==> config.mk <==
export PLATFORM = sky130hd
export DESIGN_NAME = usi_i2c_slave_engine
export DESIGN_NICKNAME = d
export VERILOG_FILES = /design/src/pkg/usi_i2c_pkg.sv /design/src/rtl/sync_edge.sv /design/src/rtl/usi_i2c_slave_engine.sv
export SDC_FILE = /design/constraint.sdc
export NUM_CORES = 1
export LEC_CHECK = 0
export ABC_AREA = 1
export BUFFER_PORTS_ARGS = -buffer_cell sky130_fd_sc_hd__buf_2
export CORE_MARGIN = 5
export CORE_UTILIZATION = 40
export CTS_CLUSTER_SIZE = 40
export DETAILED_ROUTE_END_ITERATION = 16
export GPL_TIMING_DRIVEN = 0
export RECOVER_POWER = 25
export SLEW_MARGIN = 25
export SYNTH_ARGS = -nofsm -noshare
export SYNTH_HDL_FRONTEND = slang
export SYNTH_SLANG_ARGS = --single-unit
==> constraint.sdc <==
create_clock -name clock -period 9.5 [get_ports clock]
set_input_delay 0.95 -clock clock [delete_from_list [all_inputs] [get_ports clock]]
set_output_delay 0.95 -clock clock [all_outputs]
set_load 0.005 [all_outputs]
==> src/pkg/usi_i2c_pkg.sv <==
// ****************************************
// constants for the i2c slave engine
// ****************************************
package usi_i2c_pkg;
	localparam int ADDR_W = 10;
	localparam int DATA_W = 32;
	localparam int CNT_W  = 11;
	// register indices; byte address is four times the index
	localparam logic [7:0] IDX_CR1  = 8'hD9;
	localparam logic [7:0] IDX_CR2  = 8'hDA;
	localparam logic [7:0] IDX_CR3  = 8'hDB;
	localparam logic [7:0] IDX_CR4  = 8'hDC;
	localparam logic [7:0] IDX_SAR  = 8'hDD;
	localparam logic [7:0] IDX_PIN  = 8'hE0;
	localparam logic [7:0] IDX_ST1  = 8'hE1;
	localparam logic [7:0] IDX_ST2  = 8'hE2;
	localparam logic [7:0] IDX_BD   = 8'hE3;
	localparam logic [7:0] IDX_HOLD = 8'hE4;
	localparam logic [7:0] IDX_DATA = 8'hE5;
	localparam logic [7:0] IDX_LOW  = 8'hE6;
	localparam logic [7:0] IDX_HIGH = 8'hE7;
	// reset values
	localparam logic [7:0] RST_ZERO = 8'h00;
	localparam logic [7:0] RST_ST1  = 8'h80;
	localparam logic [7:0] RST_BD   = 8'hFF;
	localparam logic [7:0] RST_HOLD = 8'h01;
	localparam logic [7:0] RST_SCL  = 8'h3F;
	// field positions and codes
	localparam int         MODE_MSB    = 7;
	localparam int         MODE_LSB    = 6;
	localparam logic [1:0] MODE_I2C    = 2'h2;
	localparam int         EN_BIT      = 1;
	localparam int         MASTER_BIT  = 7;
	localparam int         IE_BIT      = 0;
	localparam int         ACK_EN_BIT  = 3;
	localparam int         GCE_BIT     = 0;
	localparam logic [7:0] GCALL_ADDR  = 8'h00;
	// status two flag positions
	localparam int ST_TEND = 0;
	localparam int ST_SSEL = 1;
	localparam int ST_STOP = 2;
	localparam int ST_RACK = 3;
	localparam int ST_TXM  = 4;
	localparam int ST_GC   = 5;
	// timing figures in system clock periods, then bit counts per byte and per frame
	localparam logic [CNT_W-1:0] SCL_MULT       = 11'h004;
	localparam logic [CNT_W-1:0] SCL_HIGH_EXTRA = 11'h002;
	localparam logic [CNT_W-1:0] SCL_LOW_EXTRA  = 11'h00E;
	localparam logic [3:0]       BITS_DATA      = 4'h8;
	localparam logic [3:0]       BITS_FRAME     = 4'h9;
	typedef enum logic [4:0] {
		S_IDLE = 5'h01,
		S_ADDR = 5'h02,
		S_XFER = 5'h04,
		S_HOLD = 5'h08,
		S_WAIT = 5'h10
	} slave_state_e;
endpackage

==> src/rtl/sync_edge.sv <==
// ****************************************
// two-flop synchroniser with edge finder
// ****************************************
module sync_edge (
	input  wire logic clock,
	input  wire logic rst,
	input  wire logic pin,
	output logic      level,
	output logic      rise,
	output logic      fall
);
	logic meta_reg;
	logic sync_reg;
	logic last_reg;

	always_ff @(posedge clock or posedge rst) begin
		if (rst) begin
			meta_reg <= 1'b1;
			sync_reg <= 1'b1;
			last_reg <= 1'b1;
		end else begin
			meta_reg <= pin;
			sync_reg <= meta_reg;
			last_reg <= sync_reg;
		end
	end

	// edges look only at the second and third stages
	assign level = sync_reg;
	assign rise  = sync_reg & ~last_reg;
	assign fall  = ~sync_reg & last_reg;
endmodule // sync_edge

==> src/rtl/usi_i2c_slave_engine.sv <==
// The Avalon-MM register port was left to the implementer.
module usi_i2c_slave_engine
	import usi_i2c_pkg::*;
(
	input  wire logic              clock,
	input  wire logic              rst,
	input  wire logic [ADDR_W-1:0] address,
	input  wire logic              read,
	input  wire logic              write,
	input  wire logic [3:0]        byteenable,
	input  wire logic [DATA_W-1:0] writedata,
	output logic      [DATA_W-1:0] readdata,
	output logic                   waitrequest,
	input  wire logic              scl_in,
	input  wire logic              sda_in,
	output logic                   scl_out,
	output logic                   scl_oe,
	output logic                   sda_out,
	output logic                   sda_oe,
	output logic                   irq
);
	// ****************************************
	// declarations
	// ****************************************
	logic [7:0]       cr1_reg, cr2_reg, cr3_reg, cr4_reg, sar_reg, st1_reg;
	logic [7:0]       bd_reg, hold_reg, low_reg, high_reg, tx_buf_reg, rx_buf_reg;
	logic [5:0]       flag_reg;
	logic             wait_reg;
	slave_state_e     state_reg;
	logic [3:0]       bit_cnt_reg;
	logic [7:0]       rx_sh_reg, tx_sh_reg;
	logic             tx_mode_reg, ack_seen_reg, nack_sent_reg, after_data_reg, gc_reg;
	logic             set_ssel_reg, set_tend_reg, set_stop_reg, hold_set_reg;
	logic             drv_go_reg, drv_val_reg, drv_scl_reg;
	logic             busy_reg, pend_val_reg, pend_scl_reg, scl_hold_reg;
	logic [7:0]       hold_cnt_reg;
	logic [CNT_W-1:0] mcnt_reg;
	logic             mlow_reg;
	logic             scl_lv, scl_rise, scl_fall, sda_lv, sda_rise, sda_fall;
	logic             active, start_det, stop_det, addr_hit, release_wr;
	logic             rd_take, wr_do;
	logic [7:0]       eff_idx;

	// ****************************************
	// pin synchronisers
	// ****************************************
	sync_edge u_scl_sync (
		.clock (clock),
		.rst   (rst),
		.pin   (scl_in),
		.level (scl_lv),
		.rise  (scl_rise),
		.fall  (scl_fall)
	);

	sync_edge u_sda_sync (
		.clock (clock),
		.rst   (rst),
		.pin   (sda_in),
		.level (sda_lv),
		.rise  (sda_rise),
		.fall  (sda_fall)
	);

	// ****************************************
	// register bus
	// ****************************************
	function automatic logic [7:0] map_idx(input logic [7:0] idx, input logic i2c);
		map_idx = (i2c && idx == IDX_BD) ? IDX_SAR : idx;
	endfunction

	assign active     = cr2_reg[EN_BIT] && cr1_reg[MODE_MSB:MODE_LSB] == MODE_I2C;
	assign eff_idx    = map_idx(address[ADDR_W-1:2], cr1_reg[MODE_MSB:MODE_LSB] == MODE_I2C);
	assign rd_take    = read & wait_reg;
	assign wr_do      = write & ~wait_reg & byteenable[0];
	assign release_wr = wr_do && eff_idx == IDX_ST2;
	assign waitrequest = wait_reg;

	// one wait cycle on every access, then the answer
	always_ff @(posedge clock or posedge rst) begin
		if (rst)
			wait_reg <= 1'b1;
		else
			wait_reg <= ~((read | write) & wait_reg);
	end

	always_ff @(posedge clock or posedge rst) begin
		if (rst) begin
			readdata <= '0;
		end else if (rd_take) begin
			readdata <= '0;
			unique case (eff_idx)
				IDX_CR1:  readdata[7:0] <= cr1_reg;
				IDX_CR2:  readdata[7:0] <= cr2_reg;
				IDX_CR3:  readdata[7:0] <= cr3_reg;
				IDX_CR4:  readdata[7:0] <= cr4_reg;
				IDX_SAR:  readdata[7:0] <= sar_reg;
				IDX_PIN:  readdata[1:0] <= {sda_lv, scl_lv};
				IDX_ST1:  readdata[7:0] <= st1_reg;
				IDX_ST2:  readdata[5:0] <= flag_reg;
				IDX_BD:   readdata[7:0] <= bd_reg;
				IDX_HOLD: readdata[7:0] <= hold_reg;
				IDX_DATA: readdata[7:0] <= rx_buf_reg;
				IDX_LOW:  readdata[7:0] <= low_reg;
				IDX_HIGH: readdata[7:0] <= high_reg;
				default:  readdata      <= '0;
			endcase
		end
	end

	always_ff @(posedge clock or posedge rst) begin
		if (rst) begin
			cr1_reg    <= RST_ZERO;
			cr2_reg    <= RST_ZERO;
			cr3_reg    <= RST_ZERO;
			cr4_reg    <= RST_ZERO;
			sar_reg    <= RST_ZERO;
			st1_reg    <= RST_ST1;
			bd_reg     <= RST_BD;
			hold_reg   <= RST_HOLD;
			low_reg    <= RST_SCL;
			high_reg   <= RST_SCL;
			tx_buf_reg <= RST_ZERO;
		end else if (wr_do) begin
			unique case (eff_idx)
				IDX_CR1:  cr1_reg    <= writedata[7:0];
				IDX_CR2:  cr2_reg    <= writedata[7:0];
				IDX_CR3:  cr3_reg    <= writedata[7:0];
				IDX_CR4:  cr4_reg    <= writedata[7:0];
				IDX_SAR:  sar_reg    <= writedata[7:0];
				IDX_ST1:  st1_reg    <= writedata[7:0];
				IDX_BD:   bd_reg     <= writedata[7:0];
				IDX_HOLD: hold_reg   <= writedata[7:0];
				IDX_DATA: tx_buf_reg <= writedata[7:0];
				IDX_LOW:  low_reg    <= writedata[7:0];
				IDX_HIGH: high_reg   <= writedata[7:0];
				default:  ;
			endcase
		end
	end

	// ****************************************
	// status flags and interrupt
	// ****************************************
	// a hardware set in the clearing cycle survives the clear
	always_ff @(posedge clock or posedge rst) begin
		if (rst) begin
			flag_reg <= '0;
		end else begin
			if (release_wr)
				flag_reg[ST_STOP:ST_TEND] <= '0;
			if (set_tend_reg)
				flag_reg[ST_TEND] <= 1'b1;
			if (set_ssel_reg)
				flag_reg[ST_SSEL] <= 1'b1;
			if (set_stop_reg)
				flag_reg[ST_STOP] <= 1'b1;
			flag_reg[ST_RACK] <= ack_seen_reg;
			flag_reg[ST_TXM]  <= tx_mode_reg;
			flag_reg[ST_GC]   <= gc_reg;
		end
	end

	always_ff @(posedge clock or posedge rst) begin
		if (rst)
			irq <= 1'b0;
		else
			irq <= cr4_reg[IE_BIT] & |flag_reg[ST_STOP:ST_TEND];
	end

	// ****************************************
	// slave sequencer
	// ****************************************
	assign start_det = sda_fall & scl_lv;
	assign stop_det  = sda_rise & scl_lv;
	assign addr_hit  = rx_sh_reg[7:1] == sar_reg[7:1]
		|| (sar_reg[GCE_BIT] && rx_sh_reg == GCALL_ADDR);

	always_ff @(posedge clock or posedge rst) begin
		if (rst) begin
			state_reg      <= S_IDLE;
			bit_cnt_reg    <= '0;
			rx_sh_reg      <= '0;
			tx_sh_reg      <= '0;
			rx_buf_reg     <= RST_ZERO;
			tx_mode_reg    <= 1'b0;
			ack_seen_reg   <= 1'b0;
			nack_sent_reg  <= 1'b0;
			after_data_reg <= 1'b0;
			gc_reg         <= 1'b0;
			set_ssel_reg   <= 1'b0;
			set_tend_reg   <= 1'b0;
			set_stop_reg   <= 1'b0;
			hold_set_reg   <= 1'b0;
			drv_go_reg     <= 1'b0;
			drv_val_reg    <= 1'b0;
			drv_scl_reg    <= 1'b0;
		end else begin
			set_ssel_reg <= 1'b0;
			set_tend_reg <= 1'b0;
			set_stop_reg <= 1'b0;
			hold_set_reg <= 1'b0;
			drv_go_reg   <= 1'b0;
			if (!active) begin
				state_reg <= S_IDLE;
			end else if (stop_det) begin
				set_stop_reg <= state_reg != S_IDLE;
				state_reg    <= S_IDLE;
				drv_go_reg   <= 1'b1;
				drv_val_reg  <= 1'b0;
				drv_scl_reg  <= 1'b1;
			end else if (start_det) begin
				state_reg   <= S_ADDR;
				bit_cnt_reg <= '0;
				drv_go_reg  <= 1'b1;
				drv_val_reg <= 1'b0;
				drv_scl_reg <= 1'b1;
			end else begin
				unique case (state_reg)
					S_ADDR, S_XFER: begin
						if (scl_rise) begin
							bit_cnt_reg <= bit_cnt_reg + 4'h1;
							if (bit_cnt_reg < BITS_DATA)
								rx_sh_reg <= {rx_sh_reg[6:0], sda_lv};
							else
								ack_seen_reg <= ~sda_lv;
							if (bit_cnt_reg == BITS_DATA - 4'h1 && state_reg == S_XFER
								&& !tx_mode_reg)
								rx_buf_reg <= {rx_sh_reg[6:0], sda_lv};
						end
						if (scl_fall && bit_cnt_reg == BITS_DATA) begin
							drv_go_reg  <= 1'b1;
							drv_scl_reg <= 1'b0;
							drv_val_reg <= 1'b0;
							if (state_reg == S_ADDR) begin
								if (addr_hit && cr4_reg[ACK_EN_BIT]) begin
									drv_val_reg <= 1'b1;
									tx_mode_reg <= rx_sh_reg[0];
									gc_reg      <= rx_sh_reg == GCALL_ADDR;
								end else begin
									state_reg <= S_IDLE;
								end
							end else if (!tx_mode_reg) begin
								drv_val_reg   <= cr4_reg[ACK_EN_BIT];
								nack_sent_reg <= ~cr4_reg[ACK_EN_BIT];
							end
						end
						if (scl_fall && bit_cnt_reg == BITS_FRAME) begin
							hold_set_reg   <= 1'b1;
							set_ssel_reg   <= state_reg == S_ADDR;
							set_tend_reg   <= state_reg == S_XFER;
							after_data_reg <= state_reg == S_XFER;
							state_reg      <= S_HOLD;
							drv_go_reg     <= 1'b1;
							drv_val_reg    <= 1'b0;
							drv_scl_reg    <= 1'b0;
						end
						if (scl_fall && state_reg == S_XFER && tx_mode_reg
							&& bit_cnt_reg != '0 && bit_cnt_reg < BITS_DATA) begin
							tx_sh_reg   <= {tx_sh_reg[6:0], 1'b0};
							drv_go_reg  <= 1'b1;
							drv_val_reg <= ~tx_sh_reg[6];
							drv_scl_reg <= 1'b0;
						end
					end
					S_HOLD: begin
						if (release_wr) begin
							drv_go_reg  <= 1'b1;
							drv_scl_reg <= 1'b1;
							drv_val_reg <= 1'b0;
							bit_cnt_reg <= '0;
							if (after_data_reg
								&& (tx_mode_reg ? !ack_seen_reg : nack_sent_reg)) begin
								state_reg <= S_WAIT;
							end else begin
								state_reg <= S_XFER;
								if (tx_mode_reg) begin
									// first bit is set up before the clock is let go
									tx_sh_reg   <= tx_buf_reg;
									drv_val_reg <= ~tx_buf_reg[7];
								end
							end
						end
					end
					S_IDLE, S_WAIT: ;
				endcase
			end
		end
	end

	// ****************************************
	// open-drain drivers with hold delay
	// ****************************************
	// counting from the registered request keeps the change at hold plus two
	always_ff @(posedge clock or posedge rst) begin
		if (rst) begin
			busy_reg     <= 1'b0;
			hold_cnt_reg <= '0;
			pend_val_reg <= 1'b0;
			pend_scl_reg <= 1'b0;
			sda_oe       <= 1'b0;
			scl_hold_reg <= 1'b0;
		end else if (!active) begin
			busy_reg     <= 1'b0;
			sda_oe       <= 1'b0;
			scl_hold_reg <= 1'b0;
		end else begin
			if (hold_set_reg)
				scl_hold_reg <= 1'b1;
			if (drv_go_reg) begin
				busy_reg     <= 1'b1;
				hold_cnt_reg <= hold_reg;
				pend_val_reg <= drv_val_reg;
				pend_scl_reg <= drv_scl_reg;
			end else if (busy_reg) begin
				if (hold_cnt_reg == '0) begin
					busy_reg <= 1'b0;
					sda_oe   <= pend_val_reg;
					if (pend_scl_reg)
						scl_hold_reg <= 1'b0;
				end else begin
					hold_cnt_reg <= hold_cnt_reg - 8'h01;
				end
			end
		end
	end

	// ****************************************
	// master clock timing
	// ****************************************
	// only the clock timing is built; master byte sequencing is not
	always_ff @(posedge clock or posedge rst) begin
		if (rst) begin
			mcnt_reg <= '0;
			mlow_reg <= 1'b0;
		end else if (!active || !cr3_reg[MASTER_BIT]) begin
			mcnt_reg <= '0;
			mlow_reg <= 1'b0;
		end else if (mcnt_reg == '0) begin
			mlow_reg <= ~mlow_reg;
			if (mlow_reg)
				mcnt_reg <= SCL_MULT * CNT_W'(high_reg) + SCL_HIGH_EXTRA - 11'h001;
			else
				mcnt_reg <= SCL_MULT * CNT_W'(low_reg) + SCL_LOW_EXTRA - 11'h001;
		end else begin
			mcnt_reg <= mcnt_reg - 11'h001;
		end
	end

	// open drain: the level is always low, only the enable moves
	always_ff @(posedge clock or posedge rst) begin
		if (rst) begin
			scl_oe  <= 1'b0;
			scl_out <= 1'b0;
			sda_out <= 1'b0;
		end else begin
			scl_oe  <= scl_hold_reg | mlow_reg;
			scl_out <= 1'b0;
			sda_out <= 1'b0;
		end
	end
endmodule // usi_i2c_slave_engine

==> flow_summary_export.csv <==
group,metric,value,unit
logic_synthesis,yosysWarningCount,0,
die,die_w,161,µm
cts,post_cts_buffers,0,
grt,grt_pass1_wl,38700,µm
layout,fin_util,46.2,%
place,gp_congestion,0.955,
pwr,clockPowerShare,48.0,%
logic_synthesis,postSynthCellCount,1112,
pwr,seqPwrFrac,47.5,%
timing,slew_viol_final,83,
logic_synthesis,yosysUniqueCellTypes,51,
timing,fin_crit_sh,36.1,%
die,num_rows,55,
cts,clock_sinks,180,
logic_synthesis,synth_flop_cell,"dfrtp_1",
pwr,p_int,1280,µW
cts,cts_hold_buf,0,
timing,setup_tns,0,ns
timing,finalHoldViolCount,0,
cts,cts_tree,"built",
setup_path,arrival,3.30,ns
routing,routed_wl,24000,µm
setup_path,cp_num_buf_inv,2,
timing,fin_crit,3.43,ns
place,dp_hpwl,17400,µm
min_path,hp-class,"reg -> reg",
pwr,ir_worst_vdd,0.000109,V
routing,firstDrtPassIters,5,
logic_synthesis,syn_area,9130,µm²
layout,area_growth,14.4,%
layout,layout_commonest_cell,"nand2_1",
die,start_util,40.4,%
cts,cts_made_buffers,17,
logic_synthesis,async_flop_share,100,%
setup_path,crit_path_start_kind,"primary input",
pwr,pwr-share-comb,4.5,%
timing,timing.hold.ws,0.362,ns
die,pin_count,90,
routing,drc_errors,0,
die,core,22600,µm²
setup_path,path_cells,"buf_2, clkinvlp_2",
setup_path,worstPathMaxFanout,83,
routing,num_vias,7422,
status,status,"finished, violations left",
timing,rsz0062_at_grt,"false",
layout,finalNetCount,1250,
timing,worstMarginPinSlew,3.86,ns
routing,viasPerCell,4.98,
status,violations,"capacitance limit, slew limit",
pwr,fin_total_pwr,1650,µW
pwr,power.density,158,nW/µm²
grt,grtUsageTotal,18.9,%
pwr,sw_frac_of_total,22.5,%
pwr,p_sw,372,µW
timing,setup_viol,0,
place,placement.io_buffers,34,
layout,antenna_cells,0,
pwr,power_leakage,0.00513,µW
layout,final_cell_mix,"329 x nand2_1, 150 x dfrtp_1, 107 x inv_1",
setup_path,required,9.37,ns
logic_synthesis,synth-seq-area-share,49.8,%
grt,grt_start_max_net_pins,99,
routing,first_iter_violations,545,
setup_path,criticalPathCategory,"in -> async",
cts,h-tree-depth,4,
cts,cts_root_buf,"clkbuf_16",
cts,cts_resized,0,
timing,timing.slew.headroom,-158,%
cts,cts.path.max_buffers,2,
cts,clk_pin_slew,0.07,ns
setup_path,cp_slowest_cell,"clkinvlp_2",
grt,overflow,0,
run,drv_cap,1,
grt,grt_pass1_vias,7172,
grt,antenna_found_initial,0,
die,die_h,161,µm
die,die_area,25900,µm²
logic_synthesis,ys_ff_latch,180,
logic_synthesis,avgSynthCellArea,8.21,µm²
routing,ant_nets,0,
layout,layout-drive-gt1-share,17.3,%
cts,clk_latency,0.43,ns
setup_path,crit_path_end_kind,"asynchronous set/reset pin",
layout,largest_reg_flops,11,
timing,fin_skew,0.00708,ns
setup_path,cp_top_family,"buffers and inverters",
logic_synthesis,synth_edf_count,0,
layout,fillers,2263,
routing,wire_per_inst,16.1,µm
setup_path,max_stage_delay,2.12,ns
timing,fmax,292,MHz
-- metal layers --
layer / GRT usage, % / vias to the layer above / part of all wire, %
met4: 5.74 / 0 / 2.0
met3: 2.86 / 38 / 4.5
met1: 26.6 / 3492 / 46
li1: - / 3698 / -
met2: 30.5 / 194 / 47
met5: 0 / - / 0
-- Yosys cell counts, types with 10 or more instances --
cell type	count	area share, %
nand2_1	329	14
dfrtp_1	150	41
xor2_1	10	0.96
nand2_2	10	0.69
buf_4	28	2.3
inv_1	108	4.4
nor2_1	87	3.6
o21ai_0	93	5.1
o21ai_2	16	1.5
nand4_1	11	0.75
dfstp_2	30	8.6
clkbuf_1	13	0.53
a21oi_1	26	1.4
o21ai_1	36	2.0
nand3_1	51	2.8
-- layout make-up --
cell class	count	area, µm²	area share [%]
Inverter	116	439	4.21
Multi-Input combinational cell	787	3880	37.2
Sequential cell	180	4540	43.5
Tap cell	285	357	3.42
Timing Repair Buffer	35	198	1.89
Clock inverter	13	218	2.09
Clock buffer	19	443	4.24
Buffer	54	362	3.47
-- per-stage QoR --
step                      setup WS, ns  cell area (µm²)  cells
after global placement            1.46             9750   1456
after global routing              5.47            10400   1489
after CTS                         7.18            10400   1489
after floorplan                   3.71             9220   1137
final                             6.07            10400   1489
after detailed placement          6.72             9780   1457
-- path summary, 6_finish.rpt --
check                               startpoint          endpoint  slack, ns  cells after the start
min in group asynchronous                  rst        low_reg[7]       1.67                      2
max in group clock                  address[2]       hold_reg[7]       7.17                      8
hold / removal             u_sda_sync.meta_reg  u_sda_sync.level       0.36                      0
setup reg to reg              u_sda_sync.level     rx_buf_reg[0]       7.26                     10
setup / recovery                           rst   hold_cnt_reg[3]       6.07                      2
hold reg to reg            u_sda_sync.meta_reg  u_sda_sync.level       0.36                      0
-- cell families after synthesis --
kind of cell    share of synthesized area (%)
other cells                            0.0411
xor+xnor                                 1.34
mux                                     0.123
flops                                    49.8
compound gates                           12.4
simple gates                             26.6
buf+inv                                  8.76
fa+ha+maj                               0.960
-- power by group through the flow --
stage	clock (µW)	sequential, µW	combinational (µW)
after global routing	835	784	84.4
after floorplan	0	796	48.2
after CTS	805	783	76.1
final	791	783	74.9
after global placement	0	797	73.3
after detailed placement	0	798	75.8
(Power assumes the default switching activity.)
